## src/ccu_pkg.sv

```systemverilog
// Shared constants of the capture/compare unit
package ccu_pkg;

	// Register indices; byte address on the bus is four times the index
	localparam logic [7:0] IDX_VALUE_LOW = 8'h13;
	localparam logic [7:0] IDX_VALUE_HIGH = 8'h14;
	localparam logic [7:0] IDX_UNIT_CONTROL = 8'h15;
	localparam logic [7:0] IDX_EVENT_STATUS = 8'h16;
	localparam logic [7:0] ADDR_VALUE_LOW = {IDX_VALUE_LOW[5:0], 2'b00};
	localparam logic [7:0] ADDR_VALUE_HIGH = {IDX_VALUE_HIGH[5:0], 2'b00};
	localparam logic [7:0] ADDR_UNIT_CONTROL = {IDX_UNIT_CONTROL[5:0], 2'b00};
	localparam logic [7:0] ADDR_EVENT_STATUS = {IDX_EVENT_STATUS[5:0], 2'b00};

	// Reset values
	localparam logic [7:0] CTL_RESET = 8'h00;
	localparam logic [7:0] VALUE_RESET = 8'h00;

	// Field positions inside unit_control
	localparam int CTL_STEER_LSB = 6;
	localparam int CTL_DUTY_LSB = 4;
	localparam int CTL_MODE_LSB = 0;
	// Event flag position inside the status register
	localparam int STS_FLAG_BIT = 0;

	// Mode select codes
	localparam logic [3:0] MODE_OFF = 4'h0;
	localparam logic [3:0] MODE_CMP_TOGGLE = 4'h2;
	localparam logic [3:0] MODE_CAP_FALL = 4'h4;
	localparam logic [3:0] MODE_CAP_RISE = 4'h5;
	localparam logic [3:0] MODE_CAP_RISE4 = 4'h6;
	localparam logic [3:0] MODE_CAP_RISE16 = 4'h7;
	localparam logic [3:0] MODE_CMP_SET = 4'h8;
	localparam logic [3:0] MODE_CMP_CLEAR = 4'h9;
	localparam logic [3:0] MODE_CMP_SOFT = 4'hA;
	localparam logic [3:0] MODE_CMP_SPECIAL = 4'hB;

	// Upper mode-bit groups
	localparam logic [1:0] GRP_CAPTURE = 2'h1;
	localparam logic [1:0] GRP_COMPARE = 2'h2;
	localparam logic [1:0] GRP_PWM = 2'h3;

	// Output steering codes
	localparam logic [1:0] STEER_SINGLE = 2'h0;
	localparam logic [1:0] STEER_FWD = 2'h1;
	localparam logic [1:0] STEER_HALF = 2'h2;
	localparam logic [1:0] STEER_REV = 2'h3;

	// Last prescaler count before a capture fires
	localparam logic [3:0] PRE4_LAST = 4'h3;
	localparam logic [3:0] PRE16_LAST = 4'hF;

endpackage

```

## src/ccu_top.sv

```systemverilog
// The implementer's own choice: the APB register port.
`timescale 1ns/1ns
// Notes on behaviour
// - The 16-bit value is two separately addressable byte registers, low and high.
// - Mode 1011 match sets flag, clears the timer and starts conversion if enabled.
// - The timer clear from a special event never sets the timer overflow flag.
// - Outside PWM modes steering is ignored: only compare modes claim a pin, output A alone.
// - In PWM modes steering picks single, forward, half or reverse bridge outputs.
// - Control bits 5:4 are the duty low bits; unused outside PWM.
// - Mode 0000 switches the unit off and resets its internal state.
// - Modes 0100 to 0111 capture on falling, rising, 4th or 16th rising edge.
// - Modes 0010, 1000, 1001 toggle, set or clear the output and set the flag.
// - Mode 1010 sets only the flag on a match; the pin stays unchanged.
// - Modes 11xx are PWM; bit 1 inverts A and C, bit 0 inverts B and D.
// - A capture event copies the full 16-bit timer count into both bytes.
// - Each capture sets the event flag; only software clears it.
// - A new capture overwrites the old value whether read or not.
// - A port write that changes the pin as an output counts as an edge.
// - The prescaler counter clears when off, outside capture, and on reset.
// - Switching prescalers directly keeps the prescaler count.
// - Compare checks every count; on match the latch and flag share one edge, pin A follows one edge later.
// - Writing zero to control forces the compare output latch low.
module ccu_top
	import ccu_pkg::*;
(
	input wire logic core_clk_i,
	input wire logic rst_i,
	input wire logic ce_i,
	// APB slave
	input wire logic psel_i,
	input wire logic penable_i,
	input wire logic pwrite_i,
	input wire logic [7:0] paddr_i,
	input wire logic [31:0] pwdata_i,
	input wire logic [3:0] pstrb_i,
	output logic pready_o,
	output logic [31:0] prdata_o,
	output logic pslverr_o,
	// Timer one interface, same clock domain
	input wire logic [15:0] timer_one_count_i,
	input wire logic timer_one_tick_i,
	output logic timer_one_clear_o,
	// Converter start
	input wire logic adc_enable_i,
	output logic adc_start_o,
	// Capture pin level as seen at the pad
	input wire logic capture_compare_pin_i,
	// Modulated waveform from the PWM timing engine
	input wire logic pwm_mod_i,
	output logic pwm_output_a_o,
	output logic pwm_output_b_o,
	output logic pwm_output_c_o,
	output logic pwm_output_d_o,
	output logic [3:0] pin_owned_o,
	output logic [9:0] duty_cycle_o,
	output logic unit_event_flag_o
);

	typedef struct packed {
		logic sync1;
		logic sync2;
		logic sync3;
		logic pin_lvl;
		logic [3:0] pres;
		logic [7:0] val_lo;
		logic [7:0] val_hi;
		logic [7:0] ctl;
		logic flag;
		logic cmp_latch;
		logic tmr_clear;
		logic adc_start;
		logic pready;
		logic [31:0] prdata;
		logic pslverr;
		logic out_a;
		logic out_b;
		logic out_c;
		logic out_d;
		logic [3:0] own;
		logic [9:0] duty;
	} ccu_state_s;

	ccu_state_s q;
	ccu_state_s next_q;

	logic [3:0] mode;
	logic [1:0] steer;
	logic is_cap;
	logic is_cmp;
	logic is_pwm;
	logic pin_stable;
	logic pin_rise;
	logic pin_fall;
	logic [3:0] pre_last;
	logic cap_fire;
	logic match;
	logic acc_done;
	logic wr_en;
	logic addr_ok;
	logic flag_clr;
	logic [3:0] drv;

	// Decoded mode groups
	assign mode = q.ctl[CTL_MODE_LSB +: 4];
	assign steer = q.ctl[CTL_STEER_LSB +: 2];
	assign is_cap = (mode[3:2] == GRP_CAPTURE);
	assign is_cmp = (mode == MODE_CMP_TOGGLE) || (mode[3:2] == GRP_COMPARE);
	assign is_pwm = (mode[3:2] == GRP_PWM);

	// Edges are taken only once the second and third stages agree, so a pin
	// that moves near a clock edge cannot produce a double event
	assign pin_stable = (q.sync2 == q.sync3);
	assign pin_rise = pin_stable && q.sync3 && !q.pin_lvl;
	assign pin_fall = pin_stable && !q.sync3 && q.pin_lvl;

	// Prescaler terminal count for the divided capture modes
	assign pre_last = (mode == MODE_CAP_RISE16) ? PRE16_LAST : PRE4_LAST;

	// A count left over from the previous prescaler may fire early
	always_comb begin
		cap_fire = 1'b0;
		if (is_cap) begin
			unique case (mode)
				MODE_CAP_FALL: cap_fire = pin_fall;
				MODE_CAP_RISE: cap_fire = pin_rise;
				default: cap_fire = pin_rise && (q.pres >= pre_last);
			endcase
		end
	end

	// The count is checked whenever timer one has just taken a new value
	assign match = is_cmp && timer_one_tick_i &&
		(timer_one_count_i == {q.val_hi, q.val_lo});

	// Bus decode; writes land at the edge that completes the access
	assign acc_done = psel_i && penable_i && q.pready;
	assign wr_en = ce_i && acc_done && pwrite_i && pstrb_i[0];
	assign addr_ok = (paddr_i == ADDR_VALUE_LOW) || (paddr_i == ADDR_VALUE_HIGH) ||
		(paddr_i == ADDR_UNIT_CONTROL) || (paddr_i == ADDR_EVENT_STATUS);
	assign flag_clr = wr_en && (paddr_i == ADDR_EVENT_STATUS) && pwdata_i[STS_FLAG_BIT];

	// Output drive levels before polarity, per steering code
	always_comb begin
		drv = 4'h0;
		unique case (steer)
			STEER_SINGLE: drv = {3'b000, pwm_mod_i};
			STEER_FWD: drv = {pwm_mod_i, 2'b00, 1'b1};
			STEER_HALF: drv = {2'b00, !pwm_mod_i, pwm_mod_i};
			STEER_REV: drv = {1'b0, 1'b1, pwm_mod_i, 1'b0};
		endcase
	end

	// Next-state logic; a low clock enable leaves every field as it is
	always_comb begin
		next_q = q;
		if (ce_i) begin
			// Pin synchroniser and settled level
			next_q.sync1 = capture_compare_pin_i;
			next_q.sync2 = q.sync1;
			next_q.sync3 = q.sync2;
			if (pin_stable) begin
				next_q.pin_lvl = q.sync3;
			end

			// Bus handshake: one wait state, then pready for one cycle
			next_q.pready = psel_i && penable_i && !q.pready;
			next_q.pslverr = psel_i && penable_i && !q.pready && !addr_ok;
			next_q.prdata = 32'h0000_0000;
			if (psel_i && penable_i && !q.pready) begin
				if (paddr_i == ADDR_VALUE_LOW) begin
					next_q.prdata = {24'h00_0000, q.val_lo};
				end else if (paddr_i == ADDR_VALUE_HIGH) begin
					next_q.prdata = {24'h00_0000, q.val_hi};
				end else if (paddr_i == ADDR_UNIT_CONTROL) begin
					next_q.prdata = {24'h00_0000, q.ctl};
				end else if (paddr_i == ADDR_EVENT_STATUS) begin
					next_q.prdata = {31'h0000_0000, q.flag};
				end
			end

			// Register writes
			if (wr_en && paddr_i == ADDR_VALUE_LOW) begin
				next_q.val_lo = pwdata_i[7:0];
			end
			if (wr_en && paddr_i == ADDR_VALUE_HIGH) begin
				next_q.val_hi = pwdata_i[7:0];
			end
			if (wr_en && paddr_i == ADDR_UNIT_CONTROL) begin
				next_q.ctl = pwdata_i[7:0];
				if (pwdata_i[7:0] == CTL_RESET) begin
					next_q.cmp_latch = 1'b0;
				end
			end

			// Prescaler: held at zero outside capture, counts rising edges in
			// the divided modes; a direct prescaler change keeps the count
			if (!is_cap) begin
				next_q.pres = 4'h0;
			end else if (mode[1] && pin_rise) begin
				next_q.pres = cap_fire ? 4'h0 : q.pres + 4'h1;
			end

			// Capture overwrites any pending value and beats a bus write
			if (cap_fire) begin
				next_q.val_lo = timer_one_count_i[7:0];
				next_q.val_hi = timer_one_count_i[15:8];
			end

			// Compare pin action, taken on the same edge as the flag
			if (match) begin
				unique case (mode)
					MODE_CMP_TOGGLE: next_q.cmp_latch = !q.cmp_latch;
					MODE_CMP_SET: next_q.cmp_latch = 1'b1;
					MODE_CMP_CLEAR: next_q.cmp_latch = 1'b0;
					default: next_q.cmp_latch = q.cmp_latch;
				endcase
			end
			if (mode == MODE_OFF) begin
				next_q.cmp_latch = 1'b0;
			end

			// Special event: clear timer one and request a conversion. Only
			// the clear strobe leaves here, so the overflow flag is untouched
			next_q.tmr_clear = match && (mode == MODE_CMP_SPECIAL);
			next_q.adc_start = match && (mode == MODE_CMP_SPECIAL) && adc_enable_i;

			// Event flag: hardware set wins over a software clear
			next_q.flag = (q.flag && !flag_clr) || cap_fire || match;

			// Pin steering; outside PWM output A belongs to the unit in compare modes only, no other pin ever
			next_q.out_b = 1'b0;
			next_q.out_c = 1'b0;
			next_q.out_d = 1'b0;
			if (!is_pwm) begin
				next_q.own = {3'b000, is_cmp};
				next_q.out_a = q.cmp_latch;
			end else begin
				unique case (steer)
					STEER_SINGLE: next_q.own = 4'h1;
					STEER_HALF: next_q.own = 4'h3;
					default: next_q.own = 4'hF;
				endcase
				next_q.out_a = drv[0] ^ mode[1];
				next_q.out_b = (drv[1] ^ mode[0]) && steer != STEER_SINGLE;
				next_q.out_c = (drv[2] ^ mode[1]) && steer[0];
				next_q.out_d = (drv[3] ^ mode[0]) && steer[0];
			end

			// Duty cycle: the byte as upper eight bits, control bits as the low two
			next_q.duty = {q.val_lo, q.ctl[CTL_DUTY_LSB +: 2]};
		end
	end

	// State register
	always_ff @(posedge core_clk_i or posedge rst_i) begin
		if (rst_i) begin
			q <= '0;
			q.ctl <= CTL_RESET;
			q.val_lo <= VALUE_RESET;
			q.val_hi <= VALUE_RESET;
		end else begin
			q <= next_q;
		end
	end

	// Outputs straight from the state register
	assign pready_o = q.pready;
	assign prdata_o = q.prdata;
	assign pslverr_o = q.pslverr;
	assign timer_one_clear_o = q.tmr_clear;
	assign adc_start_o = q.adc_start;
	assign pwm_output_a_o = q.out_a;
	assign pwm_output_b_o = q.out_b;
	assign pwm_output_c_o = q.out_c;
	assign pwm_output_d_o = q.out_d;
	assign pin_owned_o = q.own;
	assign duty_cycle_o = q.duty;
	assign unit_event_flag_o = q.flag;
endmodule

```

## config.mk

```make
export PLATFORM = sky130hd
export DESIGN_NAME = ccu_top
export DESIGN_NICKNAME = d
export VERILOG_FILES = /design/src/ccu_pkg.sv /design/src/ccu_top.sv
export SDC_FILE = /design/constraint.sdc
export NUM_CORES = 1
export LEC_CHECK = 0
export BUFFER_PORTS_ARGS = -buffer_cell sky130_fd_sc_hd__buf_2
export CORE_MARGIN = 2
export CORE_UTILIZATION = 45
export CTS_BUF_LIST = sky130_fd_sc_hd__clkbuf_8
export CTS_CLUSTER_DIAMETER = 60
export DETAILED_ROUTE_END_ITERATION = 8
export GPL_ROUTABILITY_DRIVEN = 0
export PLACE_DENSITY = 0.74
export SKIP_LAST_GASP = 1
export SLEW_MARGIN = 20
export SYNTH_ARGS = -nofsm -noshare
export SYNTH_HDL_FRONTEND = slang
export SYNTH_SLANG_ARGS = --single-unit
```

## constraint.sdc

```tcl
create_clock -name core_clk_i -period 2.6 [get_ports core_clk_i]
set_clock_uncertainty 0.05 [all_clocks]
set_input_delay 0.39 -clock core_clk_i [delete_from_list [all_inputs] [get_ports core_clk_i]]
set_output_delay 0.39 -clock core_clk_i [all_outputs]
set_load 0.01 [all_outputs]
```

==> impl_metrics.toml <==
[grt]
met1_usage = 0.2654
grt_util_met3 = 0.04868
antenna_found_initial = 0
grt_max_degree = 64
globalRouteTotalUtil = 0.2058
busiest_layer = "met2"
grt-ovfl-total = 0
grt_pass1_vias = 2820
grt_pass1_wl_mm = 14.00
grtUsageMet2 = 0.3387

[sta]
fmax_mhz = 414.2
fin_crit_sh = 0.9287
fin_hold_ws_ns = 0.04641
maxSlewViolCount = 0
setup_tns_ns = 0
setup_viol = 0
rsz0062_at_grt = "false"
hold_viol_final = 0
fin_crit_ns = 2.415

[logic_synthesis]
synthArstFlopShare = 1.000
yosysWarnings = 0
netlist-cell-type-count = 50
synth-edff-count = 0
netlist_area_um2 = 3716
synth_flop_cell = "dfrtp_1"
synth_area_per_cell_um2 = 9.910
synthCells = 375
synth_seq_cells = 63
yosysSeqAreaShare = 0.4242

[die]
core-area_um2 = 8093
ios = 125
start_util = 0.4592
die_h_um = 94.88
rows = 33
dieArea_um2 = 9001
dieWidth_um = 94.88

[cts]
clock_path_buffers = 2
clock-root-buffer = "clkbuf_8"
cts.htree.levels = 3
cts_sinks = 63
clock_latency_ns = 0.34
ctsHoldBuffers = 0
cts_buffers = 9
post_cts_resized = 0
cts_setup_buffers = 0
cts_tree = "yes"
path_clk_slew_ns = 0.07

[worst_hold_path]
min_path_type = "in2async"

[worst_setup_path]
r2r_slack_ns = 0.19
max_stage_delay_ns = 0.38
crit_family = "multiplexers"
reg2reg_to = "q[73]"
cp.buffers_inverters = 1
cp_max_fo = 12
cp.arrival_ns = 2.60
crit_slowest_cell = "dfrtp_1"
r2r.worst_path.cells = 9
timing.rr.start = "mode[3]"
required_ns = 2.78
worstSetupEndpointType = "flip-flop"
startpoint_type = "flip-flop"
critPathKind = "reg2reg"
cp_cell_sequence = "nor2b_1, nand3_1, ha_1, a21oi_1, o21ai_0, nand3_1, buf_4, mux2_2, mux2_2"

[flow_run]
cap_violations = 0

[power]
ir_drop_mv = 0.2845
leakage_nw = 2.038
power_density_nw_per_um2 = 504.4
power_mw = 2.114

[detailed_routing]
drt_iter0_markers = 179
antenna_left = 0
detail_route.wl_per_cell_um = 16.02
vias = 2906
firstDrtPassIters = 4
drc_errors = 0
vias_per_cell = 5.372
wl_mm = 8.665

[layout]
layout_common_cells = "buf_2 (73), dfrtp_1 (63), inv_1 (30)"
nNetsFinal = 506
mostFrequentLayoutCell = "buf_2"
drive_gt1_frac = 0.3096
post-route-util = 0.5179
n_antenna_cell = 0
syn2layout_area_growth_pct = 12.79

[run_status]
status = "finished, final reports clean"

[placement]
place_hpwl_mm = 6.337
port_buffers = 73
[flip-flops by register name, summed over array words and instances, names as in the netlist, 3 cells and up]
name / flops
mode: 4
duty_cycle_o: 10
q: 29
pin_owned_o: 3
prdata_o: 8
[metrics by stage]
stage | setup WS, ns | instances | instance area (µm²)
5_1_grt | 0.05135 | 541 | 4192
6_report | 0.1854 | 541 | 4192
3_3_place_gp | 0.1965 | 525 | 4000
2_1_floorplan | 0.08184 | 398 | 3804
4_1_cts | 0.1770 | 541 | 4192
3_5_place_dp | 0.2132 | 525 | 4000
[worst max-delay path by stage]
stage	start	to	slack [ns]	cells past startpoint
3_5_place_dp	mode[3]	q[78]	0.21	9
4_1_cts	mode[3]	q[73]	0.18	9
6_report	mode[3]	q[73]	0.19	9
2_1_floorplan	mode[0]	q[72]	0.08	10
5_1_grt	mode[2]	q[73]	0.05	9
3_3_place_gp	mode[3]	q[74]	0.20	9
[cells in the mapped netlist, drive strengths merged (9+ instances only)]
master,number,area share
buf,50,0.098
clkbuf,16,0.016
dfrtp,63,0.42
inv,28,0.028
mux2,27,0.082
nand2,23,0.023
nand3,10,0.015
nand4,9,0.015
nor2,15,0.015
o21ai,21,0.028
o2bb2ai,12,0.028
xnor2,16,0.038
[cell families after synthesis]
group / Yosys count / share of synthesized area
flops: 63 / 0.4242
mux: 31 / 0.09259
buf+inv: 94 / 0.1424
fa+ha+maj: 5 / 0.01684
simple gates: 83 / 0.1205
compound gates: 76 / 0.1505
xor+xnor: 22 / 0.05185
other cells: 1 / 0.001009
[power by group]
part           leakage, nW  internal [mW]  total [mW]  switching [mW]
registers            0.810           1.01        1.04          0.0249
logic                 1.12         0.0977       0.234           0.136
clock network        0.106          0.457       0.842           0.385
total                 2.04           1.57        2.11           0.547
[routing by layer]
layer / up-vias / routed length [µm]
met3: 13 / 553
met4: 0 / 148
met2: 116 / 4374
met5: - / 0
met1: 1422 / 3589
li1: 1355 / -
[worst reg2reg max path, stage by stage (launching register included)]
cell and delay [ns]:
dfrtp_1 0.38, nor2b_1 0.17, nand3_1 0.14, ha_1 0.29, a21oi_1 0.12, o21ai_0 0.11
nand3_1 0.18, buf_4 0.25, mux2_2 0.36, mux2_2 0.26
[layout make-up]
type                            instances  area (µm²)
Timing Repair Buffer                   88       490.5
Fill cell                             769        3901
Clock buffer                           10       137.6
Sequential cell                        63        1577
Clock inverter                          6       53.80
Multi-Input combinational cell        241        1697
Inverter                               28       105.1
Tap cell                              105       131.4
Power figures use the tool's default switching activity.
